`src/dpd_pkg.sv`:
```
package dpd_pkg;
  // ----------------------------------------
  // code and timing constants
  // ----------------------------------------
  localparam int          CODE_W        = 6;
  localparam logic [5:0]  CODE_HALF     = 6'h20;
  localparam logic [5:0]  CODE_MAX      = 6'h3f;
  localparam logic [5:0]  CODE_MIN      = 6'h00;
  localparam logic [5:0]  CODE_STEP     = 6'h01;
  localparam int          CLK_HZ        = 50_000_000;
  localparam int          PWM_HZ        = 5_000;
  // one pwm period is 64 slots, so the slot tick is pwm rate times 64
  localparam int          SLOT_CYC      = CLK_HZ / (PWM_HZ * 64);
  localparam int          DEB_US        = 12_800;
  localparam int          DEB_CYC       = (CLK_HZ / 1_000_000) * DEB_US;
  localparam int          DELAY_MS      = 410;
  localparam int          DELAY_CYC     = (CLK_HZ / 1_000) * DELAY_MS;
  // 19.5 Hz held as tenths of hertz
  localparam int          REP_DHZ       = 195;
  localparam int          REP_CYC       = (CLK_HZ * 10) / REP_DHZ;
  localparam int          TMR_W         = 25;

  // ----------------------------------------
  // mode and button states
  // ----------------------------------------
  typedef enum logic {DPD_PULSE, DPD_BUTTON} dpd_mode_t;
  typedef enum logic [1:0] {DPD_IDLE, DPD_FIRST, DPD_REPEAT} dpd_btn_t;
endpackage

```
`src/dpd_top.sv`:
```
// Contract
// - each channel holds independent 6-bit code
// - each tap input changes only its code
// - mode sampled at start-up, then fixed
// - both floating gives pushbutton, else pulse
// - pulse mode only increments
// - pulse adds one, wraps to zero
// - button high up, low down, saturating
// - codes start at half scale
// - code 63 near full, zero stays low
// - output period nominally 5 kHz
// - pushbutton input debounced 12.8 ms
// - auto-repeat starts 410 ms after step
// - repeat steps at 19.5 Hz while held
// - sleep low tri-states both outputs
// - codes kept through sleep
module dpd_top
  import dpd_pkg::*;
#(
  parameter int DEB_CYCLES   = DEB_CYC,
  parameter int DELAY_CYCLES = DELAY_CYC,
  parameter int REP_CYCLES   = REP_CYC,
  parameter int SLOT_CYCLES  = SLOT_CYC
) (
  // clock and reset
  input  wire logic i_mclk,
  input  wire logic i_resetn,
  // mode strap: three-level sense, floating flagged per pin
  input  wire logic i_chan1_float,
  input  wire logic i_chan2_float,
  // tap inputs and sleep request
  input  wire logic i_chan1_tap_input,
  input  wire logic i_chan2_tap_input,
  input  wire logic i_sleep_request_n,
  // duty outputs with enables
  output logic      o_chan1_duty_output,
  output logic      o_chan1_duty_oe,
  output logic      o_chan2_duty_output,
  output logic      o_chan2_duty_oe
);
  import dpd_pkg::*;

  // ----------------------------------------
  // mode strap capture
  // ----------------------------------------
  dpd_mode_t mode;
  logic      strap_done;

  // async reset loads a constant; the pins are caught on the first clock after release
  always_ff @(posedge i_mclk or negedge i_resetn) begin
    if (!i_resetn) begin
      mode       <= DPD_PULSE;
      strap_done <= 1'b0;
    end else if (!strap_done) begin
      strap_done <= 1'b1;
      mode       <= (i_chan1_float && i_chan2_float) ? DPD_BUTTON : DPD_PULSE;
    end
  end

  // ----------------------------------------
  // pwm period counter
  // ----------------------------------------
  logic [TMR_W-1:0]  slot_tmr;
  logic [CODE_W-1:0] period_cnt;
  logic              slot_tick;

  assign slot_tick = (slot_tmr == TMR_W'(SLOT_CYCLES - 1));

  always_ff @(posedge i_mclk or negedge i_resetn) begin
    if (!i_resetn) begin
      slot_tmr   <= '0;
      period_cnt <= '0;
    end else begin
      slot_tmr <= slot_tick ? '0 : slot_tmr + TMR_W'(1);
      if (slot_tick) begin
        period_cnt <= period_cnt + CODE_W'(1);
      end
    end
  end

  // ----------------------------------------
  // channels
  // ----------------------------------------
  logic [1:0] taps;
  logic [1:0] duty;
  assign taps = {i_chan2_tap_input, i_chan1_tap_input};

  for (genvar ch = 0; ch < 2; ch++) begin : g_chan
    logic [CODE_W-1:0] code;
    logic [CODE_W-1:0] shadow;
    logic              tap_q;
    logic              stable;
    logic              stable_q;
    logic [TMR_W-1:0]  deb_tmr;
    logic [TMR_W-1:0]  rep_tmr;
    dpd_btn_t          btn;
    logic              press;
    logic              step;
    logic              up;
    logic              duty_q;

    // ---- pulse edge and debounce ----
    always_ff @(posedge i_mclk or negedge i_resetn) begin
      if (!i_resetn) begin
        tap_q    <= 1'b0;
        stable   <= 1'b0;
        stable_q <= 1'b0;
        deb_tmr  <= '0;
      end else begin
        tap_q    <= taps[ch];
        stable_q <= stable;
        // a bouncing level restarts the filter, so only a settled level is seen
        if (taps[ch] != tap_q) begin
          deb_tmr <= '0;
        end else if (deb_tmr == TMR_W'(DEB_CYCLES - 1)) begin
          stable  <= tap_q;
        end else begin
          deb_tmr <= deb_tmr + TMR_W'(1);
        end
      end
    end

    // a float-sense front end reports press high or low; here the idle level
    // after debounce is taken as the level seen at release of a press
    assign press = (stable != stable_q);
    assign up    = stable;

    // ---- button auto-repeat ----
    // every settled transition is a fresh press of its own polarity, so a
    // reversal in mid-repeat steps at once and restarts the hold delay
    always_ff @(posedge i_mclk or negedge i_resetn) begin
      if (!i_resetn) begin
        btn     <= DPD_IDLE;
        rep_tmr <= '0;
      end else if (mode != DPD_BUTTON) begin
        btn     <= DPD_IDLE;
        rep_tmr <= '0;
      end else if (press) begin
        btn     <= DPD_FIRST;
        rep_tmr <= '0;
      end else begin
        case (btn)
          DPD_IDLE: begin
            rep_tmr <= '0;
          end
          DPD_FIRST: begin
            if (rep_tmr == TMR_W'(DELAY_CYCLES - 1)) begin
              btn     <= DPD_REPEAT;
              rep_tmr <= '0;
            end else begin
              rep_tmr <= rep_tmr + TMR_W'(1);
            end
          end
          DPD_REPEAT: begin
            if (rep_tmr == TMR_W'(REP_CYCLES - 1)) begin
              rep_tmr <= '0;
            end else begin
              rep_tmr <= rep_tmr + TMR_W'(1);
            end
          end
          default: btn <= DPD_IDLE;
        endcase
      end
    end

    // a press and a timer expiry in one cycle still give a single step
    assign step = (mode == DPD_PULSE)
                ? (taps[ch] && !tap_q)
                : (press
                   || (btn == DPD_FIRST && rep_tmr == TMR_W'(DELAY_CYCLES - 1))
                   || (btn == DPD_REPEAT && rep_tmr == TMR_W'(REP_CYCLES - 1)));

    // ---- code register; sleep does not touch it ----
    always_ff @(posedge i_mclk or negedge i_resetn) begin
      if (!i_resetn) begin
        code <= CODE_HALF;
      end else if (step && strap_done) begin
        if (mode == DPD_PULSE) begin
          code <= code + CODE_STEP;
        end else if (up && code != CODE_MAX) begin
          code <= code + CODE_STEP;
        end else if (!up && code != CODE_MIN) begin
          code <= code - CODE_STEP;
        end
      end
    end

    // ---- period-aligned shadow and compare ----
    always_ff @(posedge i_mclk or negedge i_resetn) begin
      if (!i_resetn) begin
        shadow <= CODE_HALF;
        duty_q <= 1'b0;
      end else begin
        if (slot_tick && period_cnt == CODE_MAX) begin
          shadow <= code;
        end
        duty_q <= (period_cnt < shadow);
      end
    end

    // one process per bit keeps each channel's level single-driven
    assign duty[ch] = duty_q;
  end

  // ----------------------------------------
  // outputs
  // ----------------------------------------
  always_ff @(posedge i_mclk or negedge i_resetn) begin
    if (!i_resetn) begin
      o_chan1_duty_output <= 1'b0;
      o_chan2_duty_output <= 1'b0;
      o_chan1_duty_oe     <= 1'b0;
      o_chan2_duty_oe     <= 1'b0;
    end else begin
      o_chan1_duty_output <= duty[0];
      o_chan2_duty_output <= duty[1];
      o_chan1_duty_oe     <= i_sleep_request_n;
      o_chan2_duty_oe     <= i_sleep_request_n;
    end
  end
endmodule // dpd_top

```
`config.mk`:
```
export PLATFORM = sky130hd
export DESIGN_NAME = dpd_top
export DESIGN_NICKNAME = d
export VERILOG_FILES = /design/src/dpd_pkg.sv /design/src/dpd_top.sv
export SDC_FILE = /design/constraint.sdc
export NUM_CORES = 1
export LEC_CHECK = 0
export ABC_AREA = 1
export BUFFER_PORTS_ARGS = -buffer_cell sky130_fd_sc_hd__buf_4
export CORE_MARGIN = 4
export CORE_UTILIZATION = 31
export DETAILED_ROUTE_END_ITERATION = 16
export PLACE_DENSITY = 0.47
export SLEW_MARGIN = 15
export SYNTH_ARGS = -nofsm -noshare
export SYNTH_HDL_FRONTEND = slang
export SYNTH_SLANG_ARGS = --single-unit
```
`constraint.sdc`:
```
create_clock -name i_mclk -period 1.6 [get_ports i_mclk]
set_input_delay 0 -clock i_mclk [delete_from_list [all_inputs] [get_ports i_mclk]]
set_output_delay 0 -clock i_mclk [all_outputs]
set_load 0.005 [all_outputs]
```
==> metrics <==
relative slew slack=0.645; share of synthesized area occupied by flip-flops and latches=0.405; initial antenna violation count=0; share of layout cells above drive strength 1=0.349; slew of the pin with the lowest slew margin=approximately 0.53 ns; ant diodes=0; unrepaired setup endpoints after global routing=true; 1st-iter DRT viols=approximately 660; ratio of routed vias to standard cells=~4.7; CP endpoint kind=flip-flop; clock transition time at the flip-flop clock pins of the worst setup and hold paths=0.07 ns; grt met1 use=0.222; buffers added on ports=10; x dimension of the die=approximately 190 µm; non-filler instance count after layout=between 2,000 and 2,500; first-pass GRT wire length=between 40,000 and 50,000 µm; Post-Place Cells=roughly 2,100; total via count in the routed design=10,400; count of synthesis-stage warnings from yosys=0; critical path data arrival time=roughly 2.1 ns; final setup violation count=78; total global-route track usage=0.155; post-synth design cell area=between 0.01 and 0.015 mm²; number of DRC violations after detailed routing=0; post-synthesis instance total=approximately 1,400; met2 GRT Util=0.242; total count of max-transition violations in the final report=0; synth unique cells=52; EDFF count, synth=0; # nets final=around 1,800; worst-case clock buffer depth=2; data required time of the worst path=~1.9 ns; Die ar.=roughly 0.037 mm²; total congestion overflow=0; clock root buffer master=clkbuf_16; wire length after detailed routing=29,800 µm; met3 track demand over resource in global routing=0.0270; core outline area=around 0.034 mm²; Final period util=1.09; largest vdd supply drop=844 µV; largest net degree at the start of global routing=61; die height=between 150 and 200 µm; failing checks=negative setup slack; startpoint class of the critical path=flip-flop; proportion of synthesized flip-flops having asynchronous set or reset=1.00; number of buffers created by CTS=17; post-synthesis net count=about 1,500; leak pwr=0.00701 µW; TritonCTS clock tree=done; Tmin final=approximately 1.7 ns; wire per inst=approximately 13 µm; I/O pin cnt=11; area delta synth->final=44.5%; #FFs+latches synth=between 150 and 200; remaining number of nets flagged by the antenna check after routing=0; count of clock tree sinks=about 170; Final Worst Setup Slack=-0.147 ns; worst-case clock skew=~0.013 ns; result of the run=finished, violations left; 1st-pass router iterations=5; H-tree depth=4; post-synthesis average cell area=7.44 µm²; worst min-delay path class=input pin to asynchronous set/reset pin; maximum clock frequency=~0.57 GHz; maximum fanout along the worst path=5; clock latency reported for the late side of the worst-skew pair=approximately 0.45 ns; prevailing post-synth register cell=dfrtp_1; number of placement rows=67; weighted congestion at the end of routability-driven global placement=just under 0.9; final-layout worst hold slack=approximately 0.092 ns; via count of the first global-routing pass=10,200; global-route layer with the greatest usage=met2; Pwr Density=slightly above 700 mW/mm²; Max Cap Violations=0; number of hold violations in the final report=0; initial cell density of the core=0.316; final HPWL from detailed placement=21,600 µm; Crit Path Category=flip-flop to flip-flop
[Yosys cell counts (4+ instances only)]
| cell type | n | area share |
|---|---|---|
| nand2_1 | 313 | 0.11 |
| inv_1 | 196 | 0.069 |
| nor2_1 | 184 | 0.065 |
| dfrtp_1 | 168 | 0.40 |
| nand3_1 | 108 | 0.051 |
| nand4_1 | 65 | 0.038 |
| o21ai_0 | 59 | 0.028 |
| xor2_1 | 59 | 0.049 |
| a21oi_1 | 49 | 0.023 |
| nor3_1 | 34 | 0.016 |
| ha_1 | 32 | 0.038 |
| nor4_1 | 16 | 0.0094 |
| o21ai_1 | 16 | 0.0075 |
| o22ai_1 | 14 | 0.0082 |
| buf_2 | 12 | 0.0056 |
| xnor2_1 | 11 | 0.0091 |
| a31oi_1 | 8 | 0.0047 |
| clkbuf_1 | 6 | 0.0021 |
| nand2_2 | 6 | 0.0035 |
| nor2_2 | 5 | 0.0029 |
| nor2_4 | 5 | 0.0053 |
| nor3_2 | 5 | 0.0047 |
| dfstp_2 | 4 | 0.0099 |
| nand3_2 | 4 | 0.0038 |
| nand3b_1 | 4 | 0.0028 |
[sequential cells by signal (all words and copies together) (netlist names), 2 cells and up]
| register | count |
|---|---|
| g_chan.rep_tmr | 50 |
| g_chan.code | 12 |
| g_chan.deb_tmr | 50 |
| g_chan.shadow | 12 |
| period_cnt | 6 |
| g_chan.duty_q | 2 |
| g_chan.stable | 2 |
| slot_tmr | 25 |
| g_chan.tap_q | 2 |
| g_chan.btn | 4 |
| g_chan.stable_q | 2 |
[logic make-up after synthesis]
kind of cell             synth area share
adder cells (fa/ha/maj)            0.0376
buffers and inverters              0.0812
AND/OR/NAND/NOR                     0.329
XOR/XNOR                           0.0607
other                            0.000353
flip-flops                          0.405
AO/OA/AOI/OAI                      0.0861
[routing by layer]
layer,up-vias,share of wire,routed length [µm]
met2,165,0.47,14100
met4,0,0.010,309
li1,5335,-,-
met1,4869,0.49,14500
met5,-,0,0
met3,19,0.031,923
[power by group]
part / internal [µW] / switching [µW]
Clock: 2240 / 2050
Sequential: 4520 / 187
Combinational: 899 / 1030
[what timing repair did]
action | in CTS | in global routing
pin swaps | 21 | 68
hold endpoints to repair | 121 | 0
gates resized for setup | 89 | 236
hold buffers | 6 | 0
cloned | 1 | 4
setup buffers | 18 | 34
endpoints found under the setup margin | 97 | 145
[worst max-delay path: stages, from the launching register on]
cell and delay [ns]:
dfrtp_1 0.41, ha_4 0.17, nand2_4 0.07, nor2_4 0.18, nand3_2 0.09, nor2_2 0.13
nand2_2 0.09, nand2_2 0.08, nand2_2 0.07, nand2_4 0.12, nand2_4 0.09, and2_1 0.14
[layout make-up]
cell class              count  area, µm²
fillers                  3353      18300
multi-input cells        1036       6460
flip-flops and latches    172       4320
repair buffers            325       2670
inverters                 200        761
well taps                 448        561
clock buffers              17        425
clock inverters            15        174
[layout by cell type (no fill, tap or decap), types with 11 or more instances in the layout]
cell type  Yosys  layout
nand3_1      108      80
inv_2          3      19
nand2_1      313     252
xor2_1        59      57
nor4_1        16      11
dfrtp_2        0      11
nor3_1        34      23
nand4_1       65      65
nor3_2         5      12
clkbuf_16      0      19
o21ai_2        2      13
a21oi_1       49      40
nand3_2        4      25
buf_4          2     281
nand2_4        3      18
nand2_2        6      51
xnor2_1       11      11
buf_6          1      30
nor2_2         5      24
inv_1        196     178
nor2_4         5      18
o21ai_1       16      33
o21ai_0       59      31
dfrtp_1      168     157
ha_1          32      19
nor2_1       184     152
[worst paths after layout]
kind	startpoint	end	slack, ns	depth (start not counted)
hold / removal	i_resetn	g_chan[0].rep_tmr[21]$_DFFE_PN0P_	0.09	2
setup / recovery	g_chan[1].rep_tmr[1]$_DFFE_PN0P_	g_chan[1].rep_tmr[4]$_DFFE_PN0P_	-0.15	11
max in group asynchronous	i_resetn	g_chan[1].rep_tmr[13]$_DFFE_PN0P_	0.79	3
setup reg to reg	g_chan[1].rep_tmr[1]$_DFFE_PN0P_	g_chan[1].rep_tmr[4]$_DFFE_PN0P_	-0.15	11
hold reg to reg	g_chan[1].duty_q$_DFF_PN0_	o_chan2_duty_output$_DFF_PN0_	0.35	0
min in group i_mclk	i_sleep_request_n	o_chan2_duty_oe$_DFF_PN0_	0.21	2
[per-stage QoR]
stage	worst slack (ns)	setup TNS, ns	area, µm²	util	total power [µW]
finish	-0.147	-4.76	15400	0.456	10900
global route	-0.225	-15.35	15400	0.456	11600
CTS	-0.107	-2.19	14200	0.423	11000
detailed placement	-0.179	-5.27	13100	0.390	6530
global placement	-0.145	-3.71	13100	0.390	6530
floorplan	-0.00934	-0.0213	10700	-	5770
Note: power is estimated with default switching activity, not from simulation.
